File: src/acs_regs.vh
// Constants of the conversion sequencer: field widths, reset values, timing counts.
// Included by the sequencer and its prescaler; holds definitions only.
`ifndef ACS_REGS_VH
`define ACS_REGS_VH
`define ACS_CHAN_W        4
`define ACS_REF_W         2
`define ACS_PS_W          3
`define ACS_TRIG_W        3
`define ACS_RES_W         10
`define ACS_NORMAL_CYC    5'd13
`define ACS_FIRST_CYC     5'd25
`define ACS_NORMAL_SH     5'd1
`define ACS_FIRST_SH      5'd13
`define ACS_AUTO_SH       5'd2
`define ACS_CHAN_RST      4'h0
`define ACS_REF_RST       2'h0
`define ACS_CLK_HZ        10000000
`define ACS_MIN_CPU_HZ    100000
`define ACS_TRIG_FREERUN  3'h0
`endif

File: src/acs_sequencer.v
// Conversion sequencer of a 10-bit successive-approximation converter.
// Assumes CPU-side register logic supplies control bits as ports and pulses for writes.
`timescale 1ns/1ps
`default_nettype none
`include "acs_regs.vh"
module acs_sequencer #(
  parameter CHAN_W = `ACS_CHAN_W,
  parameter REF_W  = `ACS_REF_W,
  parameter RES_W  = `ACS_RES_W,
  parameter TRIG_W = `ACS_TRIG_W
) (
  // Clock and reset.
  input  wire                 I_CLOCK,
  input  wire                 I_RESET_N,
  // Control bits.
  input  wire                 I_POWER_REDUCE,
  input  wire                 I_CONVERTER_ENABLE,
  input  wire                 I_AUTO_TRIGGER_ENABLE,
  input  wire [`ACS_PS_W-1:0] I_PRESCALER_SELECT,
  input  wire [TRIG_W-1:0]    I_TRIGGER_SOURCE_SELECT,
  input  wire [CHAN_W-1:0]    I_CHANNEL_SELECT_BITS,
  input  wire [REF_W-1:0]     I_REFERENCE_SELECT_BITS,
  // Write and read strobes from the CPU side, one cycle each.
  input  wire                 I_START_WRITE,
  input  wire                 I_FLAG_CLEAR_WRITE,
  input  wire                 I_INTERRUPT_SERVICED,
  input  wire                 I_RESULT_LOW_READ,
  input  wire                 I_RESULT_HIGH_READ,
  // Trigger sources, one bit per select code, from outside the clock domain.
  input  wire [(1<<TRIG_W)-1:0] I_TRIGGER_SOURCES,
  // Result of the analog core at the end of a conversion.
  input  wire [RES_W-1:0]     I_CORE_RESULT,
  // Status.
  output reg                  O_CONVERSION_START_BIT,
  output reg                  O_CONVERSION_COMPLETE_FLAG,
  output reg  [RES_W-1:0]     O_RESULT,
  // Analog core control.
  output reg                  O_CONVERTER_CLOCK,
  output reg                  O_SAMPLE_HOLD,
  output reg  [CHAN_W-1:0]    O_ACTIVE_CHANNEL,
  output reg  [REF_W-1:0]     O_ACTIVE_REFERENCE
);
  localparam ST_IDLE = 2'd0;
  localparam ST_WAIT = 2'd1;
  localparam ST_CONV = 2'd2;
  localparam NT      = 1 << TRIG_W;

  // ==========================================================
  // Trigger synchronisers
  // Three flops per source; a change counts once the last two agree.
  reg  [NT-1:0] sync1_reg;
  reg  [NT-1:0] sync2_reg;
  reg  [NT-1:0] sync3_reg;
  reg  [NT-1:0] trig_level_reg;
  genvar g;
  generate
    for (g = 0; g < NT; g = g + 1) begin : g_sync
      always @(posedge I_CLOCK or negedge I_RESET_N) begin
        if (!I_RESET_N) begin
          sync1_reg[g]      <= 1'b0;
          sync2_reg[g]      <= 1'b0;
          sync3_reg[g]      <= 1'b0;
          trig_level_reg[g] <= 1'b0;
        end else begin
          sync1_reg[g] <= I_TRIGGER_SOURCES[g];
          sync2_reg[g] <= sync1_reg[g];
          sync3_reg[g] <= sync2_reg[g];
          if (sync2_reg[g] == sync3_reg[g]) begin
            trig_level_reg[g] <= sync3_reg[g];
          end
        end
      end
    end
  endgenerate

  // ==========================================================
  // Sequencer
  reg  [1:0] state_reg;
  reg        first_reg;
  reg  [4:0] cyc_next;
  reg        auto_conv_reg;
  reg  [4:0] cyc_reg;
  reg        trig_prev_reg;
  reg        block_reg;
  reg        restart_reg;
  wire       running;
  wire       trig_sel;
  wire       freerun;
  wire       trig_edge;
  wire       ck_rise;
  wire       ck_fall;
  wire       ck_level;
  wire [4:0] conv_len;
  wire [4:0] sh_point;
  wire       last_cyc;
  wire       conv_end;

  // ==========================================================
  // Selection
  // The select code for the completion flag makes the trigger level the flag itself.
  assign freerun   = I_AUTO_TRIGGER_ENABLE && (I_TRIGGER_SOURCE_SELECT == `ACS_TRIG_FREERUN);
  assign trig_sel  = freerun ? O_CONVERSION_COMPLETE_FLAG : trig_level_reg[I_TRIGGER_SOURCE_SELECT];
  assign trig_edge = trig_sel && !trig_prev_reg;
  assign running   = I_CONVERTER_ENABLE && !I_POWER_REDUCE;
  assign conv_len  = first_reg ? `ACS_FIRST_CYC : `ACS_NORMAL_CYC;
  assign sh_point  = auto_conv_reg ? `ACS_AUTO_SH : (first_reg ? `ACS_FIRST_SH : `ACS_NORMAL_SH);
  assign last_cyc  = running && (state_reg == ST_CONV) && (cyc_reg == conv_len - 5'd1);
  assign conv_end  = last_cyc && ck_rise;

  acs_prescaler #(
    .PS_W (`ACS_PS_W)
  ) u_prescaler (
    .i_clk     (I_CLOCK),
    .i_reset_n (I_RESET_N),
    .i_enable  (running),
    .i_restart (restart_reg),
    .i_sel     (I_PRESCALER_SELECT),
    .o_rise    (ck_rise),
    .o_fall    (ck_fall),
    .o_level   (ck_level)
  );

  // ==========================================================
  // Converter cycle counter
  always @* begin
    cyc_next = cyc_reg;
    if (state_reg == ST_WAIT && ck_rise && !restart_reg) begin
      cyc_next = 5'd0;
    end else if (state_reg == ST_CONV && ck_rise) begin
      if (conv_end && freerun) begin
        cyc_next = 5'd0;
      end else begin
        cyc_next = cyc_reg + 5'd1;
      end
    end
  end

  always @(posedge I_CLOCK or negedge I_RESET_N) begin
    if (!I_RESET_N) begin
      cyc_reg <= 5'd0;
    end else begin
      cyc_reg <= cyc_next;
    end
  end

  // ==========================================================
  // Trigger edge detector
  always @(posedge I_CLOCK or negedge I_RESET_N) begin
    if (!I_RESET_N) begin
      trig_prev_reg <= 1'b0;
    end else begin
      trig_prev_reg <= trig_sel;
    end
  end

  // ==========================================================
  // Converter clock output
  always @(posedge I_CLOCK or negedge I_RESET_N) begin
    if (!I_RESET_N) begin
      O_CONVERTER_CLOCK <= 1'b0;
    end else begin
      O_CONVERTER_CLOCK <= ck_level;
    end
  end

  // ==========================================================
  // First-conversion marker
  // Every disable sets it again, so the slow initialising conversion follows each enable.
  always @(posedge I_CLOCK or negedge I_RESET_N) begin
    if (!I_RESET_N) begin
      first_reg <= 1'b1;
    end else if (!running) begin
      first_reg <= 1'b1;
    end else if (conv_end) begin
      first_reg <= 1'b0;
    end
  end

  // ==========================================================
  // Completion flag
  // A completion that meets a clear in one cycle keeps the flag, so no event is lost.
  always @(posedge I_CLOCK or negedge I_RESET_N) begin
    if (!I_RESET_N) begin
      O_CONVERSION_COMPLETE_FLAG <= 1'b0;
    end else if (conv_end) begin
      O_CONVERSION_COMPLETE_FLAG <= 1'b1;
    end else if (I_FLAG_CLEAR_WRITE || I_INTERRUPT_SERVICED) begin
      O_CONVERSION_COMPLETE_FLAG <= 1'b0;
    end
  end

  // ==========================================================
  // Result register and read lock
  // A result completing while the lock is on is lost unless the high read comes in that same cycle; the flag still rises.
  always @(posedge I_CLOCK or negedge I_RESET_N) begin
    if (!I_RESET_N) begin
      block_reg <= 1'b0;
      O_RESULT  <= {RES_W{1'b0}};
    end else begin
      if (I_RESULT_HIGH_READ) begin
        block_reg <= 1'b0;
      end else if (I_RESULT_LOW_READ) begin
        block_reg <= 1'b1;
      end
      if (conv_end && (!block_reg || I_RESULT_HIGH_READ)) begin
        O_RESULT <= I_CORE_RESULT;
      end
    end
  end

  // ==========================================================
  // Shadow copy of channel and reference
  always @(posedge I_CLOCK or negedge I_RESET_N) begin
    if (!I_RESET_N) begin
      O_ACTIVE_CHANNEL   <= `ACS_CHAN_RST;
      O_ACTIVE_REFERENCE <= `ACS_REF_RST;
    end else if (running && (state_reg != ST_CONV || last_cyc)) begin
      O_ACTIVE_CHANNEL   <= I_CHANNEL_SELECT_BITS;
      O_ACTIVE_REFERENCE <= I_REFERENCE_SELECT_BITS;
    end
  end

  // ==========================================================
  // Sample-and-hold strobe
  always @(posedge I_CLOCK or negedge I_RESET_N) begin
    if (!I_RESET_N) begin
      O_SAMPLE_HOLD <= 1'b0;
    end else begin
      O_SAMPLE_HOLD <= running && (state_reg == ST_CONV) && ck_fall && (cyc_reg == sh_point);
    end
  end

  // ==========================================================
  // Conversion state
  always @(posedge I_CLOCK or negedge I_RESET_N) begin
    if (!I_RESET_N) begin
      state_reg              <= ST_IDLE;
      auto_conv_reg          <= 1'b0;
      restart_reg            <= 1'b0;
      O_CONVERSION_START_BIT <= 1'b0;
    end else begin
      restart_reg <= 1'b0;
      if (!running) begin
        state_reg              <= ST_IDLE;
        O_CONVERSION_START_BIT <= 1'b0;
      end else begin
        case (state_reg)
          ST_IDLE: begin
            if (I_START_WRITE) begin
              O_CONVERSION_START_BIT <= 1'b1;
              auto_conv_reg          <= 1'b0;
              state_reg              <= ST_WAIT;
            end else if (I_AUTO_TRIGGER_ENABLE && trig_edge && !freerun) begin
              O_CONVERSION_START_BIT <= 1'b1;
              auto_conv_reg          <= 1'b1;
              restart_reg            <= 1'b1;
              state_reg              <= ST_WAIT;
            end
          end
          ST_WAIT: begin
            if (ck_rise && !restart_reg) begin
              state_reg <= ST_CONV;
            end
          end
          ST_CONV: begin
            // Trigger edges seen here are dropped on purpose.
            if (conv_end && freerun) begin
              auto_conv_reg <= 1'b0;
            end else if (conv_end) begin
              O_CONVERSION_START_BIT <= 1'b0;
              state_reg              <= ST_IDLE;
            end
          end
          default: begin
            state_reg <= ST_IDLE;
          end
        endcase
      end
    end
  end
endmodule
`default_nettype wire

File: src/acs_prescaler.v
// Converter clock prescaler: divides the CPU clock by 2**(sel+1).
// Assumes the sequencer drives a synchronous restart and an enable.
`timescale 1ns/1ps
`default_nettype none
`include "acs_regs.vh"
module acs_prescaler #(
  parameter PS_W = `ACS_PS_W
) (
  // Clock and reset.
  input  wire            i_clk,
  input  wire            i_reset_n,
  // Control.
  input  wire            i_enable,
  input  wire            i_restart,
  input  wire [PS_W-1:0] i_sel,
  // Rising- and falling-edge strobes of the converter clock, and its level.
  output reg             o_rise,
  output reg             o_fall,
  output reg             o_level
);
  reg  [7:0] cnt_reg;
  wire [7:0] half;
  wire [7:0] full;
  assign half = 8'h01 << i_sel;
  assign full = 8'h02 << i_sel;
  // ==========================================================
  // Divider
  // Held cleared while disabled so counting starts on enable.
  always @(posedge i_clk or negedge i_reset_n) begin
    if (!i_reset_n) begin
      cnt_reg <= 8'h00;
      o_rise  <= 1'b0;
      o_fall  <= 1'b0;
      o_level <= 1'b0;
    end else if (!i_enable || i_restart) begin
      cnt_reg <= 8'h00;
      o_rise  <= 1'b0;
      o_fall  <= 1'b0;
      o_level <= 1'b0;
    end else begin
      // A select change that leaves the count past the new end wraps at once instead of stalling.
      o_rise <= (cnt_reg >= full - 8'h01);
      o_fall <= (cnt_reg == half - 8'h01);
      if (cnt_reg >= full - 8'h01) begin
        cnt_reg <= 8'h00;
        o_level <= 1'b1;
      end else begin
        cnt_reg <= cnt_reg + 8'h01;
        if (cnt_reg == half - 8'h01) begin
          o_level <= 1'b0;
        end
      end
    end
  end
endmodule
`default_nettype wire

File: config.mk
export PLATFORM = sky130hd
export DESIGN_NAME = acs_sequencer
export DESIGN_NICKNAME = d
export VERILOG_FILES = /design/src/acs_sequencer.v /design/src/acs_prescaler.v
export VERILOG_INCLUDE_DIRS = /design/src
export SDC_FILE = /design/constraint.sdc
export NUM_CORES = 1
export LEC_CHECK = 0
export BUFFER_PORTS_ARGS = -buffer_cell sky130_fd_sc_hd__buf_2
export CORE_MARGIN = 1
export CORE_UTILIZATION = 49
export DETAILED_ROUTE_END_ITERATION = 8
export GPL_TIMING_DRIVEN = 0
export PLACE_DENSITY = 0.75
export SLEW_MARGIN = 20
export SYNTH_ARGS = -nofsm -noshare
export SYNTH_HDL_FRONTEND = slang
export SYNTH_SLANG_ARGS = --single-unit
File: constraint.sdc
create_clock -name I_CLOCK -period 1.9 [get_ports I_CLOCK]
set_clock_uncertainty 0.15 [all_clocks]
set_input_delay 0.38 -clock I_CLOCK [delete_from_list [all_inputs] [get_ports I_CLOCK]]
set_output_delay 0.38 -clock I_CLOCK [all_outputs]
set_load 0.03 [all_outputs]
==> qor_table.md <==
| Stage | Result | Value |
|:---|:---|:---|
| synth | Most used standard cells in the synthesized netlist | dfrtp_1 (74), mux2_2 (17), nor2_1 (15) |
| global routing | Initial antenna violation count | 0 |
| setup path | Path type of the worst setup path | flop to flop |
| timing | Number of endpoints with negative hold slack in the final report | 0 |
| global routing | Global-route wire length before repair | 9.43 mm |
| layout | Final standard cell count with taps included and fillers excluded | 425 |
| layout | Antenna fix cells | 0 |
| synth | Post-Syn Nets | 306 |
| timing | Worst-case hold slack | 0.0950 ns |
| cts | Clock root cell | clkbuf_8 |
| synth | Netlist area before placement | 0.00319 mm^2 |
| setup path | Endpoint arrival time on the critical path | 2.06 ns |
| detailed routing | Antenna Violating Nets Remaining | 0 |
| placed design | Post-DP HPWL | 4.14 mm |
| pwr | Sum of internal, switching and leakage power | 3.38 mW |
| timing | Relative max-transition margin | 62.9% |
| detailed routing | Count of routing violations after the opening detailed-route iteration | 86 |
| layout | Number of flip-flops in the largest register | 10 |
| setup path | Slack of the worst reg-to-reg path | -0.07 ns |
| placed design | GPL Wtd Cong | 0.819 |
| synth | Most used flip-flop cell after synthesis | dfrtp_1 |
| min path | Worst min-delay path category | primary input to flop |
| layout | Nets@finish | 393 |
| detailed routing | DR vias/cell | 5.39 |
| cts | Clock-pin slew on the worst setup and hold paths | 0.09 ns |
| synth | Post-Synthesis Cells | 256 |
| placed design | Port bufs | 59 |
| outcome | Result of the run | complete, but fails checks |
| synth | Post-synth EDFFs | 0 |
| detailed routing | Remaining routing DRC violations | 0 |
| synth | Synth Warn # | 0 |
| synth | Top cells by area, synth | dfrtp_1 (58%), mux2_2 (6.0%), ha_1 (3.9%) |
| synth | Cell type with the largest total area after synthesis | dfrtp_1 |
| timing | Setup tns final | -0.365 ns |
| run | Max capacitance violation total | 0 |
| synth | Post-synthesis area per instance | 12.4 um^2 |
| detailed routing | Average detailed-routed wire length per instance | 14.4 um |
| placed design | Area of placed instances | 0.00362 mm^2 |
| detailed routing | Number of vias in the routed layout | 2291 |
| die | Boundary Pins | 60 |
| global routing | Largest net degree at the start of global routing | 55 |
| outcome | Violations in the final reports | negative setup slack |
| detailed routing | DRT Wirelength | 6.13 mm |
| setup path | Cell with the largest stage delay on the worst path | mux4_2 |
| layout | Register name with the most flops | O_RESULT |
| cts | Clock latency of the later-clocked register in the worst-skew pair | 0.36 ns |
| setup path | Worst-path cell chain | mux2_4, mux4_2, mux2i_2, nor2b_1, o311a_1 |
| setup path | Highest net fanout along the worst path | 3 |
| cts | Number of buffers created by CTS | 9 |
| setup path | Peak per-stage delay on the critical path | 0.46 ns |
| timing | Final Critical Period | 1.97 ns |
| pwr | Static leakage | 1.93 nW |
| synth | Sequential fraction of the synthesis area | 58.9% |
| timing | Final count of negative-setup-slack endpoints | 13 |
| die | Effective utilization at floorplan | 50.5% |
| layout | Number of fill cells in the layout | 490 |
| cts | CTS H-tree depth | 3 |
| global routing | Vias in the first global route | 2157 |
| global routing | Grt total ovfl | 0 |
| setup path | Required time of the critical path | 1.99 ns |
| cts | Number of buffers on the longest clock path | 2 |
| pwr | Power per cell area | 839 mW/mm^2 |
| detailed routing | Length of the first detailed-routing pass in iterations | 4 |
| timing | Final worst setup slack | -0.0661 ns |
| layout | Share of post-route cells with drive strength above 1 | 33.6% |
| synth | Number of distinct library cell variants in the gate-level netlist after synthesis | 49 |
| synth | Most frequent cell after synthesis | dfrtp_1 |
| timing | Pin slew with the least headroom to its limit | 0.550 ns |
| setup path | Category of the worst setup path launch point | flop |
| timing | RSZ-0062 raised after global routing | yes |
| timing | Share of the cycle needed by the critical path after routing | 103% |
| layout | Synthesis-to-layout area growth | 26.3% |
| die | Die X | 82.6 um |
| die | Core footprint | 0.00631 mm^2 |
| placed design | Setup Slack @ Placement | -0.412 ns |
| synth | Area share of the largest cell type after synthesis | 58.1% |
| placed design | Instance count after placement with tap cells included | 393 |
| setup path | Worst Setup End Kind | flop |
| synth | Synth async-reset ratio | 100% |
| die | Die H | 82.6 um |
| cts | TritonCTS clock tree | done |
| synth | #FFs+latches synth | 75 |
| pwr | Worst-case vdd ir drop | 0.616 mV |
| die | Row count | 29 |
| global routing | Tot GR Track Use | 18.9% |
| layout | Layout Utilization | 63.8% |
| timing | Max Fclk | 509 MHz |
| die | Die Outline Area | 0.00683 mm^2 |
| cts | Number of sinks driven by the clock tree | 75 |
| layout | Final design instance area without fill | 0.00403 mm^2 |
| timing | Max-slew violation total from the final report | 0 |
[power breakdown]
| part | switching (mW) | internal, mW |
|---|---|---|
| sequential | 0.0473 | 1.67 |
| clock | 0.683 | 0.645 |
| combinational | 0.177 | 0.153 |
| total | 0.907 | 2.47 |
[worst paths after layout]
| kind | to | startpoint | cells past startpoint |
|---|---|---|---|
| setup / recovery | state_reg[0]$_DFFE_PN0P_ | O_CONVERSION_COMPLETE_FLAG$_DFFE_PN0P_ | 5 |
| hold / removal | O_RESULT[3]$_DFFE_PN0P_ | I_CORE_RESULT[3] | 2 |
| setup reg to reg | state_reg[0]$_DFFE_PN0P_ | O_CONVERSION_COMPLETE_FLAG$_DFFE_PN0P_ | 5 |
| hold reg to reg | sync2_reg[1]$_DFF_PN0_ | sync1_reg[1]$_DFF_PN0_ | 0 |
| max in group asynchronous | cyc_reg[2]$_DFFE_PN0P_ | I_RESET_N | 3 |
| min in group asynchronous | O_ACTIVE_CHANNEL[1]$_DFFE_PN0P_ | I_RESET_N | 2 |
[cells in the final DEF (no fill, tap or decap), types with 3 or more instances in the layout]
| cell type | netlist | routed |
|---|---|---|
| dfrtp_1 | 74 | 72 |
| buf_2 | 1 | 59 |
| mux2_2 | 17 | 16 |
| nor2_1 | 15 | 15 |
| nand2_1 | 13 | 12 |
| nand3_1 | 11 | 11 |
| inv_1 | 10 | 10 |
| ha_1 | 10 | 10 |
| o21ai_0 | 10 | 9 |
| clkbuf_8 | 0 | 9 |
| dlygate4sd3_1 | 0 | 9 |
| maj3_1 | 8 | 8 |
| nor2b_1 | 8 | 7 |
| xor2_1 | 6 | 6 |
| buf_4 | 0 | 6 |
| nor3_1 | 6 | 5 |
| nand3b_1 | 5 | 5 |
| and3_1 | 4 | 4 |
| nand4_1 | 4 | 4 |
| a21oi_1 | 3 | 3 |
| a211oi_1 | 3 | 3 |
| o211ai_1 | 3 | 3 |
| o31ai_1 | 3 | 3 |
| nor3b_1 | 3 | 3 |
| or3_1 | 3 | 3 |
| inv_8 | 0 | 3 |
[worst max-delay path: cells and delay by family, from the launching register on]
kind            cells  cell delay (ns)
compound gates      1             0.29
mux                 3             0.93
simple gates        1             0.07
flops               1             0.41
[cell type report]
| type | instances | area, um^2 | share of cell area (%) |
|---|---|---|---|
| Sequential cell | 75 | 1880 | 46.7 |
| Multi-Input combinational cell | 168 | 1310 | 32.6 |
| Timing Repair Buffer | 75 | 464 | 11.5 |
| Clock buffer | 9 | 124 | 3.08 |
| Tap cell | 77 | 96.3 | 2.39 |
| Clock inverter | 7 | 90.1 | 2.24 |
| Inverter | 10 | 37.5 | 0.932 |
| Buffer | 4 | 20.0 | 0.497 |
[routing by layer]
| layer | up-vias | GRT usage (%) | routed length [um] |
|---|---|---|---|
| met5 | - | 0 | 0 |
| met4 | 0 | 8.97 | 104 |
| met3 | 12 | 5.71 | 274 |
| met2 | 51 | 31.1 | 3010 |
| met1 | 1117 | 22.5 | 2740 |
| li1 | 1111 | - | - |
[logic make-up after synthesis]
kind of cell	Yosys count	synth area share, %
and+or+nand+nor	81	13.9
DFF	75	58.9
AOI/OAI and AO/OA	40	9.11
muxes	20	7.73
adders and majority gates	18	6.44
buffers and inverters	14	1.69
xor gates and xnor gates	8	2.20
[timing repair]
item / in CTS / in global routing
pin swaps: 2 / 1
gates cloned: 0 / 1
endpoints found under the hold margin: 28 / 0
hold buffers: 9 / 0
endpoints found under the setup margin: 26 / 33
buffers inserted: 5 / 1
gates resized for setup: 5 / 6
(Power assumes the default switching activity.)
